**src/tscs_pkg.sv**
```systemverilog
// Package of constants and types for the two-speed clock start-up block
package tscs_pkg;

  // Oscillator select field encodings
  localparam logic [2:0] OSEL_HIGH_POWER_CLOCK_INPUT = 3'h7;
  localparam logic [2:0] OSEL_MID_POWER_CLOCK_INPUT  = 3'h6;
  localparam logic [2:0] OSEL_LOW_POWER_CLOCK_INPUT  = 3'h5;
  localparam logic [2:0] OSEL_INTERNAL_OSCILLATOR    = 3'h4;
  localparam logic [2:0] OSEL_RESISTOR_CAPACITOR_OSC = 3'h3;
  localparam logic [2:0] OSEL_HIGH_SPEED_CRYSTAL     = 3'h2;
  localparam logic [2:0] OSEL_STANDARD_CRYSTAL_MODE  = 3'h1;
  localparam logic [2:0] OSEL_LOW_POWER_CRYSTAL      = 3'h0;

  // System clock select value that allows two-speed start-up
  localparam logic [1:0] SYS_CLK_SEL_CONFIG = 2'h0;

  // Stabilization counter length in external cycles
  localparam int unsigned STAB_COUNT  = 1024;
  localparam int unsigned STAB_CNT_W  = 11;

  // Register byte addresses
  localparam logic [3:0] ADDR_CTRL   = 4'h0;
  localparam logic [3:0] ADDR_STATUS = 4'h4;
  localparam logic [3:0] ADDR_IRQ_ST = 4'h8;
  localparam logic [3:0] ADDR_IRQ_MK = 4'hC;

  // Control register fields
  localparam int unsigned CTRL_SCS_LSB  = 0;
  localparam int unsigned CTRL_IRCF_LSB = 4;
  localparam logic [1:0]  CTRL_SCS_RST  = 2'h0;
  localparam logic [3:0]  CTRL_IRCF_RST = 4'h7;

  // Status register fields
  localparam int unsigned ST_READY_BIT = 0;
  localparam int unsigned ST_ON_EXT    = 1;
  localparam int unsigned ST_TWO_SPEED = 2;
  localparam int unsigned ST_WARMING   = 3;

  // Interrupt bits: ready set, start-up aborted
  localparam int unsigned IRQ_W        = 2;
  localparam int unsigned IRQ_READY    = 0;
  localparam int unsigned IRQ_ABORT    = 1;
  localparam logic [1:0]  IRQ_MASK_RST = 2'h0;

  // Which clock drives the system
  typedef enum logic [1:0] {
    TSCS_SRC_INTERNAL,
    TSCS_SRC_HELD_LOW,
    TSCS_SRC_EXTERNAL
  } tscs_src_t;

  // Static configuration word fields
  typedef struct packed {
    logic       dual_speed_enable;
    logic [2:0] oscillator_select_field;
    logic       power_up_delay_timer_en;
  } tscs_cfg_t;

  // Edge events sampled from the oscillators
  typedef struct packed {
    logic ext_rise;
    logic ext_fall;
    logic int_fall;
  } tscs_edges_t;

endpackage

```
**src/tscs_edge_det.sv**
```systemverilog
// Edge detector for the sampled oscillator levels
`timescale 1ns/1ps
module tscs_edge_det #(
  parameter int unsigned N = 2
) (
  // Clock and reset
  input  wire logic         i_ref_clk,
  input  wire logic         i_rstn,
  // Sampled levels
  input  wire logic [N-1:0] i_level,
  // One-cycle edge pulses
  output logic      [N-1:0] o_rise,
  output logic      [N-1:0] o_fall
);

  logic [N-1:0] prev_r;

  // Previous level for each input
  always_ff @(posedge i_ref_clk or negedge i_rstn) begin
    if (!i_rstn) begin
      prev_r <= '0;
    end else begin
      prev_r <= i_level;
    end
  end

  // Compare against the stored level, one bit per input
  for (genvar g = 0; g < N; g++) begin : g_edge
    assign o_rise[g] = i_level[g] & ~prev_r[g];
    assign o_fall[g] = ~i_level[g] & prev_r[g];
  end

endmodule // tscs_edge_det

```
**src/tscs_two_speed_startup.sv**
```systemverilog
// Two-speed clock start-up controller with Avalon-MM register slave
//
// How it works
// - Three-bit select field picks the clock mode.
// - Crystal modes count 1024 external cycles first.
// - Non-crystal modes skip two-speed start-up unless the secondary switch is set.
// - Count reached before sleep sets ready, switches.
// - Sleep during start-up aborts, ready stays clear.
// - Enable bit and select 00 only set the status bit; any crystal mode counts.
// - Entered after power-on or wake; waits timer.
// - Run immediately on internal oscillator, chosen frequency.
// - After timeout wait internal falling edge, set ready.
// - Hold system clock low until crystal falls.
// - Crystal or secondary switch waits 1024 cycles.
// - Internal oscillator sources wait the warm-up delay.
// - Software reads the on-external status bit to learn source.
`timescale 1ns/1ps
module tscs_two_speed_startup #(
  parameter int unsigned STAB_CYCLES = tscs_pkg::STAB_COUNT,
  parameter int unsigned WARM_CYCLES = 16
) (
  // Clock and reset
  input  wire logic                i_ref_clk,
  input  wire logic                i_rstn,
  // Configuration word
  input  wire tscs_pkg::tscs_cfg_t i_cfg,
  // Power and sleep events
  input  wire logic                i_power_up_delay_timer_expired,
  input  wire logic                i_sleep_enter,
  input  wire logic                i_wake,
  input  wire logic                i_secondary_switch,
  // Sampled oscillator levels
  input  wire logic                i_ext_osc,
  input  wire logic                i_int_osc,
  // System clock source select
  output tscs_pkg::tscs_src_t      o_clk_src,
  output logic                     o_sys_clk_hold_low,
  output logic [3:0]               o_int_freq_select,
  // Avalon-MM slave
  input  wire logic [3:0]          i_avs_address,
  input  wire logic                i_avs_read,
  input  wire logic                i_avs_write,
  input  wire logic [31:0]         i_avs_writedata,
  output logic [31:0]              o_avs_readdata,
  output logic                     o_avs_waitrequest,
  // Interrupt
  output logic                     o_irq
);
  import tscs_pkg::*;

  typedef enum {
    ST_IDLE,
    ST_WAIT_POWER_UP_DELAY_TIMER,
    ST_COUNT,
    ST_WAIT_INT_FALL,
    ST_WAIT_EXT_FALL,
    ST_RUN_EXT,
    ST_WARM,
    ST_RUN_INT
  } tscs_state_t;

  // Crystal test, used for mode decisions and the status readback
  function automatic logic is_crystal(input logic [2:0] sel);
    return (sel == OSEL_LOW_POWER_CRYSTAL) ||
           (sel == OSEL_STANDARD_CRYSTAL_MODE) ||
           (sel == OSEL_HIGH_SPEED_CRYSTAL);
  endfunction

  // Internal source test: internal oscillator mode needs warm-up
  function automatic logic is_internal(input logic [2:0] sel);
    return sel == OSEL_INTERNAL_OSCILLATOR;
  endfunction

  tscs_state_t            state_r;
  tscs_state_t            state_nxt;
  logic [STAB_CNT_W-1:0]  cnt_r;
  logic [15:0]            warm_r;
  logic                   ready_r;
  logic                   por_pending_r;
  logic [1:0]             scs_r;
  logic [3:0]             ircf_r;
  logic [IRQ_W-1:0]       irq_st_r;
  logic [IRQ_W-1:0]       irq_mk_r;
  logic [31:0]            rdata_r;
  logic                   rd_ack_r;
  logic [1:0]             rise;
  logic [1:0]             fall;
  tscs_edges_t            edges;
  logic                   two_speed_ok;
  logic                   entry;
  logic                   cnt_done;
  logic                   warm_done;
  logic                   set_ready_ev;
  logic                   abort_ev;
  logic                   wr_ctrl;
  logic                   wr_irq_st;
  logic                   wr_irq_mk;

  // Edge pulses of both oscillators
  tscs_edge_det #(
    .N (2)
  ) u_edges (
    .i_ref_clk (i_ref_clk),
    .i_rstn    (i_rstn),
    .i_level   ({i_int_osc, i_ext_osc}),
    .o_rise    (rise),
    .o_fall    (fall)
  );

  assign edges = '{ext_rise: rise[0], ext_fall: fall[0], int_fall: fall[1]};

  // Start-up qualification from configuration and control
  assign two_speed_ok = i_cfg.dual_speed_enable && (scs_r == SYS_CLK_SEL_CONFIG) &&
                        is_crystal(i_cfg.oscillator_select_field);
  assign entry        = i_wake || (por_pending_r &&
                        (i_power_up_delay_timer_expired || !i_cfg.power_up_delay_timer_en));
  assign cnt_done     = (cnt_r == STAB_CNT_W'(STAB_CYCLES - 1)) && edges.ext_rise;
  assign warm_done    = (warm_r == 16'(WARM_CYCLES - 1));
  assign set_ready_ev = (state_r == ST_WAIT_INT_FALL) && edges.int_fall &&
                        !i_sleep_enter;
  assign abort_ev     = i_sleep_enter && ((state_r == ST_COUNT) ||
                        (state_r == ST_WAIT_INT_FALL));

  // Power-on entry is remembered until the power-up timer lets it go
  always_ff @(posedge i_ref_clk or negedge i_rstn) begin
    if (!i_rstn) begin
      por_pending_r <= 1'b1;
    end else if (entry) begin
      por_pending_r <= 1'b0;
    end
  end

  // Next state of the start-up sequence
  always_comb begin
    state_nxt = state_r;
    case (state_r)
      ST_IDLE, ST_WAIT_POWER_UP_DELAY_TIMER, ST_RUN_INT, ST_RUN_EXT: begin
        if (por_pending_r && !entry) begin
          state_nxt = ST_WAIT_POWER_UP_DELAY_TIMER;
        end else if (entry && i_secondary_switch) begin
          state_nxt = ST_COUNT;
        end else if (entry && two_speed_ok) begin
          state_nxt = ST_COUNT;
        end else if (entry && is_internal(i_cfg.oscillator_select_field)) begin
          state_nxt = ST_WARM;
        end else if (entry) begin
          state_nxt = is_crystal(i_cfg.oscillator_select_field) ? ST_COUNT
                                                                 : ST_RUN_EXT;
        end else if (i_sleep_enter) begin
          state_nxt = ST_IDLE;
        end
      end
      ST_COUNT: begin
        if (i_sleep_enter) begin
          state_nxt = ST_IDLE;
        end else if (cnt_done) begin
          state_nxt = ST_WAIT_INT_FALL;
        end
      end
      ST_WAIT_INT_FALL: begin
        if (i_sleep_enter) begin
          state_nxt = ST_IDLE;
        end else if (edges.int_fall) begin
          state_nxt = ST_WAIT_EXT_FALL;
        end
      end
      ST_WAIT_EXT_FALL: begin
        if (edges.ext_fall) begin
          state_nxt = ST_RUN_EXT;
        end
      end
      ST_WARM: begin
        if (i_sleep_enter) begin
          state_nxt = ST_IDLE;
        end else if (warm_done) begin
          state_nxt = ST_RUN_INT;
        end
      end
      default: state_nxt = ST_IDLE;
    endcase
  end

  // State register
  always_ff @(posedge i_ref_clk or negedge i_rstn) begin
    if (!i_rstn) begin
      state_r <= ST_IDLE;
    end else begin
      state_r <= state_nxt;
    end
  end

  // Stabilization counter counts external rising edges only while counting
  always_ff @(posedge i_ref_clk or negedge i_rstn) begin
    if (!i_rstn) begin
      cnt_r <= '0;
    end else if (state_r != ST_COUNT || i_sleep_enter) begin
      cnt_r <= '0;
    end else if (edges.ext_rise && !cnt_done) begin
      cnt_r <= cnt_r + STAB_CNT_W'(1);
    end
  end

  // Warm-up delay counter for the internal sources
  always_ff @(posedge i_ref_clk or negedge i_rstn) begin
    if (!i_rstn) begin
      warm_r <= '0;
    end else if (state_r != ST_WARM) begin
      warm_r <= '0;
    end else if (!warm_done) begin
      warm_r <= warm_r + 16'h0001;
    end
  end

  // Ready flag: cleared on entry, set after internal falling edge
  always_ff @(posedge i_ref_clk or negedge i_rstn) begin
    if (!i_rstn) begin
      ready_r <= 1'b0;
    end else if (set_ready_ev) begin
      ready_r <= 1'b1;
    end else if (entry || i_sleep_enter) begin
      ready_r <= 1'b0;
    end
  end

  // Clock source outputs, registered through the state
  always_comb begin
    case (state_r)
      ST_WAIT_EXT_FALL: o_clk_src = TSCS_SRC_HELD_LOW;
      ST_RUN_EXT:       o_clk_src = TSCS_SRC_EXTERNAL;
      default:          o_clk_src = TSCS_SRC_INTERNAL;
    endcase
  end
  assign o_sys_clk_hold_low = (state_r == ST_WAIT_EXT_FALL) || (state_r == ST_WARM);
  assign o_int_freq_select  = ircf_r;

  // Register write decode
  assign wr_ctrl   = i_avs_write && (i_avs_address == ADDR_CTRL);
  assign wr_irq_st = i_avs_write && (i_avs_address == ADDR_IRQ_ST);
  assign wr_irq_mk = i_avs_write && (i_avs_address == ADDR_IRQ_MK);

  // Control register: clock select and internal frequency
  always_ff @(posedge i_ref_clk or negedge i_rstn) begin
    if (!i_rstn) begin
      scs_r  <= CTRL_SCS_RST;
      ircf_r <= CTRL_IRCF_RST;
    end else if (wr_ctrl) begin
      scs_r  <= i_avs_writedata[CTRL_SCS_LSB +: 2];
      ircf_r <= i_avs_writedata[CTRL_IRCF_LSB +: 4];
    end
  end

  // Sticky events; a new event wins over a same-cycle clear
  always_ff @(posedge i_ref_clk or negedge i_rstn) begin
    if (!i_rstn) begin
      irq_st_r <= '0;
    end else begin
      irq_st_r <= (irq_st_r & ~(wr_irq_st ? i_avs_writedata[IRQ_W-1:0] : '0))
                  | {abort_ev, set_ready_ev};
    end
  end

  // Interrupt mask
  always_ff @(posedge i_ref_clk or negedge i_rstn) begin
    if (!i_rstn) begin
      irq_mk_r <= IRQ_MASK_RST;
    end else if (wr_irq_mk) begin
      irq_mk_r <= i_avs_writedata[IRQ_W-1:0];
    end
  end

  assign o_irq = |(irq_st_r & irq_mk_r);

  // Reads answer one cycle later; writes complete at once
  always_ff @(posedge i_ref_clk or negedge i_rstn) begin
    if (!i_rstn) begin
      rd_ack_r <= 1'b0;
      rdata_r  <= 32'h0000_0000;
    end else begin
      rd_ack_r <= i_avs_read && !rd_ack_r;
      if (i_avs_read && !rd_ack_r) begin
        case (i_avs_address)
          ADDR_CTRL:   rdata_r <= {24'h000000, ircf_r, 2'h0, scs_r};
          ADDR_STATUS: rdata_r <= {28'h0000000, o_sys_clk_hold_low, two_speed_ok,
                                   state_r == ST_RUN_EXT, ready_r};
          ADDR_IRQ_ST: rdata_r <= {30'h00000000, irq_st_r};
          ADDR_IRQ_MK: rdata_r <= {30'h00000000, irq_mk_r};
          default:     rdata_r <= 32'h0000_0000;
        endcase
      end
    end
  end

  assign o_avs_readdata    = rdata_r;
  assign o_avs_waitrequest = i_avs_read && !rd_ack_r;

endmodule // tscs_two_speed_startup

```
**config.mk**
```make
export PLATFORM = sky130hd
export DESIGN_NAME = tscs_two_speed_startup
export DESIGN_NICKNAME = d
export VERILOG_FILES = /design/src/tscs_pkg.sv /design/src/tscs_edge_det.sv /design/src/tscs_two_speed_startup.sv
export SDC_FILE = /design/constraint.sdc
export NUM_CORES = 1
export LEC_CHECK = 0
export ABC_AREA = 0
export BUFFER_PORTS_ARGS = -buffer_cell sky130_fd_sc_hd__buf_2
export CORE_MARGIN = 1
export CORE_UTILIZATION = 40
export CTS_BUF_LIST = sky130_fd_sc_hd__clkbuf_16
export CTS_CLUSTER_DIAMETER = 40
export DETAILED_ROUTE_END_ITERATION = 8
export PLACE_DENSITY = 0.66
export SETUP_SLACK_MARGIN = 0.15
export SYNTH_ARGS = -nofsm -noshare
export SYNTH_HDL_FRONTEND = slang
export SYNTH_SLANG_ARGS = --single-unit
```
**constraint.sdc**
```tcl
create_clock -name i_ref_clk -period 3.6 [get_ports i_ref_clk]
set_clock_uncertainty 0.15 [all_clocks]
set_input_delay 0.36 -clock i_ref_clk [delete_from_list [all_inputs] [get_ports i_ref_clk]]
set_output_delay 0.36 -clock i_ref_clk [all_outputs]
set_load 0.03 [all_outputs]
```
## Word level (Yosys, flattened, before mapping)

Index checks and enable logic that the tools add are counted.

| storage, ports and cells | value |
|---|---|
| flip-flop bits (word level) | 106 |
| input port bits | 51 |
| output and inout port bits | 41 |

| cells by class | value |
|---|---|
| $add $sub $neg | 2 |
| eq/ne operators | 28 |
| mux-type cells | 24 |
| bitwise gates (word level) | 10 |
| reduce and logical (&&, ||, !) cells | 38 |

Operators with widths:

| operator | count |
|---|---|
| two-way mux 32 bit | 13 |
| == test 32 x 3 -> 1 bit, second input constant | 6 |
| one-hot mux 32 bit (5 select lines) | 1 |
| == test 32 x 4 -> 1 bit, second input constant | 3 |
| == test 32 x 2 -> 1 bit, second input constant | 2 |
| == test 32 x 1 -> 1 bit, second input constant | 1 |
| logical NOT 32 bit | 1 |
| two-way mux 16 bit | 2 |
| inequality test 32 x 3 -> 1 bit, second input constant | 1 |
| inequality test 32 x 4 -> 1 bit, second input constant | 1 |
| one-hot mux 8 bit (4 select lines) | 1 |
| two-way mux 11 bit | 2 |
| adder 16 x 1 -> 16 bit, second input constant | 1 |
| == test 16 x 4 -> 1 bit, second input constant | 1 |
| logical AND 1 bit | 16 |
| adder 11 x 1 -> 11 bit, second input constant | 1 |
| == test 11 x 10 -> 1 bit, second input constant | 1 |
| inequality test 3 bit, second input constant | 3 |
| == test 4 bit, second input constant | 2 |
| logical OR 1 bit | 8 |
| inequality test 7 bit, second input constant | 1 |
| logical NOT 1 bit | 5 |
| AND reduction 5 bit | 1 |
| bitwise AND 2 bit | 2 |
| 20 further kinds | 26 |

## Depth between registers and ports, before layout

| logic depth | value |
|---|---|
| depth in word-level cells | 10 |
| depth in mapped cells | 7 |
| mapped depth without buffers | 6 |

## Hierarchy

Synthesis repeated with hierarchy kept, for this count alone.

| second synthesis, totals | value |
|---|---|
| cells, all modules | 276 |
| area total of the unflattened synthesis | 2801.4 sq um |

By module, submodules not included:

| module | times used | cells an instance | area each (sq um) | seq. area each (sq um) |
|---|---|---|---|---|
| tscs_two_speed_startup | 1 | 270 | 2716.4 | 1281.2 |
| tscs_edge_det | 1 | 6 | 85.1 | 50.0 |

## Worst setup path before layout

OpenSTA, ideal clock, no wires.

| timing path | value |
|---|---|
| path type | register -> register |
| start | register state_r[0] |
| end | register state_r[0] |
| library setup time | 0.125 ns |
| arrival | 1.673 ns |
| data required time | 3.325 ns |
| setup slack | 1.652 ns |
| cell stages (with the launch flop) | 8 |
| cell sequence | dfrtp_1 > buf_2 > nand2b_1 > inv_1 > nor2_1 > a211oi_2 > o211ai_2 > mux2_4 |

| between the ends | value |
|---|---|
| cells in the longest elaborated chain, start to end | 4 |
| elaborated cells on any way between the ends | 16 |
| classes of those cells | eq/ne: 12; mux: 1; reduce/logical: 3 |

RTL lines:

| item | line | text |
|---|---|---|
| start: declaration | tscs_two_speed_startup.sv:74 | `tscs_state_t state_r;` |
| start signal: assignment | tscs_two_speed_startup.sv:188 | `state_r <= state_nxt;` |
| == test 32 x 3 -> 1 bit, or another cell as far along | tscs_two_speed_startup.sv:136 | `case (state_r)` |
| OR reduction 4 bit | tscs_two_speed_startup.sv:136 |  |
| inequality test 7 bit (no source line) | - |  |
| AND reduction 5 bit (no source line) | - |  |

Several ways; a longest one is shown, not always the timed one.
A chain may end at the register's enable or synchronous reset.

## Worst setup path after layout

| timing path | value |
|---|---|
| start | register warm_r[0] |
| end | register state_r[0] |

| between the ends | value |
|---|---|
| cells in the longest elaborated chain, start to end | 3 |

RTL lines:

| item | line | text |
|---|---|---|
| start: declaration | tscs_two_speed_startup.sv:77 | `logic [15:0] warm_r;` |
| start signal: assignment | tscs_two_speed_startup.sv:210 | `warm_r <= warm_r + 16'h0001;` |
| == test 16 x 4 -> 1 bit | tscs_two_speed_startup.sv:118 | `assign warm_done = (warm_r == 16'(WARM_CYCLES - 1));` |
| inequality test 3 bit (no source line) | - |  |
| AND reduction 5 bit (no source line) | - |  |

No other way between the ends.

==> results.md <==
- GRT overflow: 0
- Iteration-0 DRC Markers: 67
- Min-delay worst type: in2async
- Drt total wl: around 5 mm
- Worst endpoint required time: 3.62 ns
- Slew @ Worst Pin: 0.768 ns
- WP data arrival: approximately 2.2 ns
- Resized cells post-CTS: 0
- R2R setup slack: approximately 1.5 ns
- Ys flop type: dfrtp_1
- Largest net degree at the start of global routing: 37
- Detailed-router iteration count before antenna repair: 4
- Via Count: 2,021
- DIE WIDTH: between 80 and 90 um
- Post-synth EDFFs: 0
- Post-place setup slack: approximately 1.5 ns
- Layout Nets: around 370
- Final WS setup: between 1 and 1.5 ns
- Yosys cell types: 46
- Ant diodes: 0
- P&R area growth vs syn: 11.5%
- Reg clk slew, reported paths: around 0.070 ns
- Fraction of registers with async set or reset after synthesis: 1.00
- FP Rows: 29
- Reg2reg end: state_r[0]$_DFFE_PN0P_
- Reg2Reg Depth: 6
- Die Ht: between 80 and 90 um
- Root Buffer: clkbuf_16
- Max-Cap Viols: 0
- Leak Pwr: around 1.4 nW
- Cell Area, Synth: 2780 sq um
- Vias in the first global route: between 1,500 and 2,000
- Full die area: between 7000 and 8000 sq um
- WL/cell: about 13 um
- Layout cells sized above 1: 0.230
- Tmin final: 2.12 ns
- Worst Setup End Kind: flop
- Yosys warns: 0
- Critical path's slowest cell: dfrtp_1
- Setup bufs post-CTS: 0
- R2R Path Start: warm_r[0]$_DFFE_PN0P_
- Port buffer count: between 40 and 50
- Initial antenna violation count: 0
- Final Hold Viols: 5
- Avg Synthesized Cell Area: 10.2 sq um
- CTS buffer count: 5
- Clk buf depth: 2
- CP max FO: 7
- Worst hold slack: -0.00912 ns
- Unrepaired setup endpoints after global routing: false
- Mapped Cells: 271
- Critical Path Start: warm_r[0]$_DFFE_PN0P_
- Run status: complete, but fails checks
- DRC: 0
- CP startpoint kind: flop
- CTS tree: built
- RePlAce Congestion: roughly 0.81
- Worst VDD drop: 0.196 mV
- Sequential fraction of the synthesis area: 0.480
- Hold buffers post-CTS: 0
- Final setup fails: 0
- Drt via density: ~5.2
- Number of synthesized register bits: 53
- Max stage delay on crit path: roughly 0.4 ns
- Fin crit share: 0.589
- # clock sinks: 53
- Setup TNS: 0 ns
- Failing checks: negative hold slack
- First-pass GRT wire length: 8.63 mm
- Worst skew pair latency: slightly below 0.3 ns
- Total global-route track usage: 0.147
- Post-DP HPWL: 3.60 mm
- Critical path, cell by cell: ha_1, and3_1, nand4_1, nand4_1, o211ai_2, mux2_4
- Initial core utilization: 0.425
- IO Count: between 90 and 100
- Area of the core: ~6500 sq um
- H-tree Lvls: 2
- Crit path max-delay family: simple AND/OR/NAND/NOR gates
- F_max: ~470 MHz
- Slew margin rel.: 0.488
- Power per cell area: 503 nW/um^2
- Final slew viol count: 0
- CP bufs+invs: 0
- ANT nets after route: 0
- Critical path class: reg2reg
- CP most frequent cell: nand4_1
## report_power, final
part	total, W	internal (W)	leakage (nW)	switching [W]
Sequential	0.000719	0.000655	0.700	0.0000635
Clock	0.000473	0.000258	0.0621	0.000215
Combinational	0.000366	0.000135	0.659	0.000232
## flip-flops by register name, indices dropped and copies added (netlist names)
| register | cells |
|---|---|
| rd_ack_r | 1 |
| state_r | 3 |
| u_edges.prev_r | 2 |
| por_pending_r | 1 |
| irq_st_r | 2 |
| irq_mk_r | 2 |
| cnt_r | 11 |
| ready_r | 1 |
| warm_r | 16 |
| o_int_freq_select | 4 |
| scs_r | 2 |
| o_avs_readdata | 8 |
## final cells by class
cell class,count,area [sq um]
multi-input combinational,205,1290
tap,77,96.3
clock inverter,3,22.5
fill,623,3440
inverter,5,18.8
clock buffer,5,125
sequential,53,1330
timing repair buffer,42,213
## kinds of logic (layout without fill, tap and decap cells)
kind of cell,Yosys count,in the layout,synth area share
other,1,24,0.00135
muxes,14,14,0.0658
and+or+nand+nor,110,110,0.205
buffers and inverters,36,55,0.0875
xor gates and xnor gates,19,19,0.0600
DFF,53,53,0.480
adders and majority gates,2,2,0.00902
AOI/OAI and AO/OA,36,36,0.0915
## per-layer routing
metal  GRT usage  part of all wire
met5           0                 0
met4      0.0530             0.013
met3      0.0272             0.044
met2       0.246              0.47
met1       0.192              0.48
## synth_stat cells, types with 2 or more instances
| master | count | area share |
|---|---|---|
| a31oi_1 | 2 | 0.0045 |
| nor4_1 | 4 | 0.0090 |
| and4b_1 | 2 | 0.0072 |
| mux2_2 | 10 | 0.041 |
| nand2b_1 | 3 | 0.0068 |
| dfrtp_1 | 49 | 0.44 |
| xor2_1 | 14 | 0.044 |
| a21oi_1 | 9 | 0.016 |
| o31ai_1 | 2 | 0.0054 |
| dfstp_2 | 4 | 0.038 |
| nand2_1 | 24 | 0.032 |
| nand3_1 | 13 | 0.023 |
| and2_1 | 3 | 0.0068 |
| clkbuf_1 | 3 | 0.0041 |
| mux4_2 | 2 | 0.016 |
| nor3_1 | 6 | 0.011 |
| ha_1 | 2 | 0.0090 |
| o21ai_0 | 7 | 0.013 |
| or3_1 | 2 | 0.0045 |
| a22o_1 | 8 | 0.025 |
| nor2_1 | 29 | 0.039 |
| inv_1 | 5 | 0.0068 |
| buf_4 | 24 | 0.065 |
| buf_6 | 2 | 0.0081 |
| and4_1 | 3 | 0.0095 |
| nand4_1 | 8 | 0.018 |
| nor2b_1 | 4 | 0.0090 |
| and3_1 | 4 | 0.0090 |
| xnor2_1 | 5 | 0.016 |
| buf_2 | 2 | 0.0036 |
## per-stage QoR
| stage | total power [W] | utilization | instances | instance area [sq um] |
|---|---|---|---|---|
| 5_1_grt | 0.00164 | 0.474 | 390 | 3090 |
| 3_3_place_gp | 0.00109 | 0.451 | 382 | 2950 |
| 2_1_floorplan | 0.00104 | - | 294 | 2860 |
| 3_5_place_dp | 0.00110 | 0.451 | 382 | 2950 |
| 4_1_cts | 0.00158 | 0.474 | 390 | 3090 |
| 6_report | 0.00156 | 0.474 | 390 | 3090 |
## how the worst max path moves through the flow
stage	to	slack, ns	cells past startpoint
after global routing	state_r[0]$_DFFE_PN0P_	1.37	6
after floorplan	state_r[0]$_DFFE_PN0P_	1.65	7
after global placement	state_r[0]$_DFFE_PN0P_	1.47	6
final	state_r[0]$_DFFE_PN0P_	1.48	6
after CTS	state_r[0]$_DFFE_PN0P_	1.48	6
after detailed placement	state_r[0]$_DFFE_PN0P_	1.49	6
## placed cells by master, fill, tap and decap left out, drive strengths merged, types with 3 or more instances in the layout
cell,Yosys,layout
mux2,11,11
clkbuf,3,5
clkinvlp,0,3
nor4,4,4
nor3,6,6
dfrtp,49,49
buf,28,42
o21ai,7,7
dfstp,4,4
a21oi,9,9
xnor2,5,5
nand3,13,13
inv,5,5
nor2,29,29
a22o,8,8
nand4,8,8
nor2b,5,5
and2,3,3
and3,4,4
conb,1,24
nand2,24,24
nand2b,3,3
xor2,14,14
and4,3,3
(Power assumes the default switching activity.)
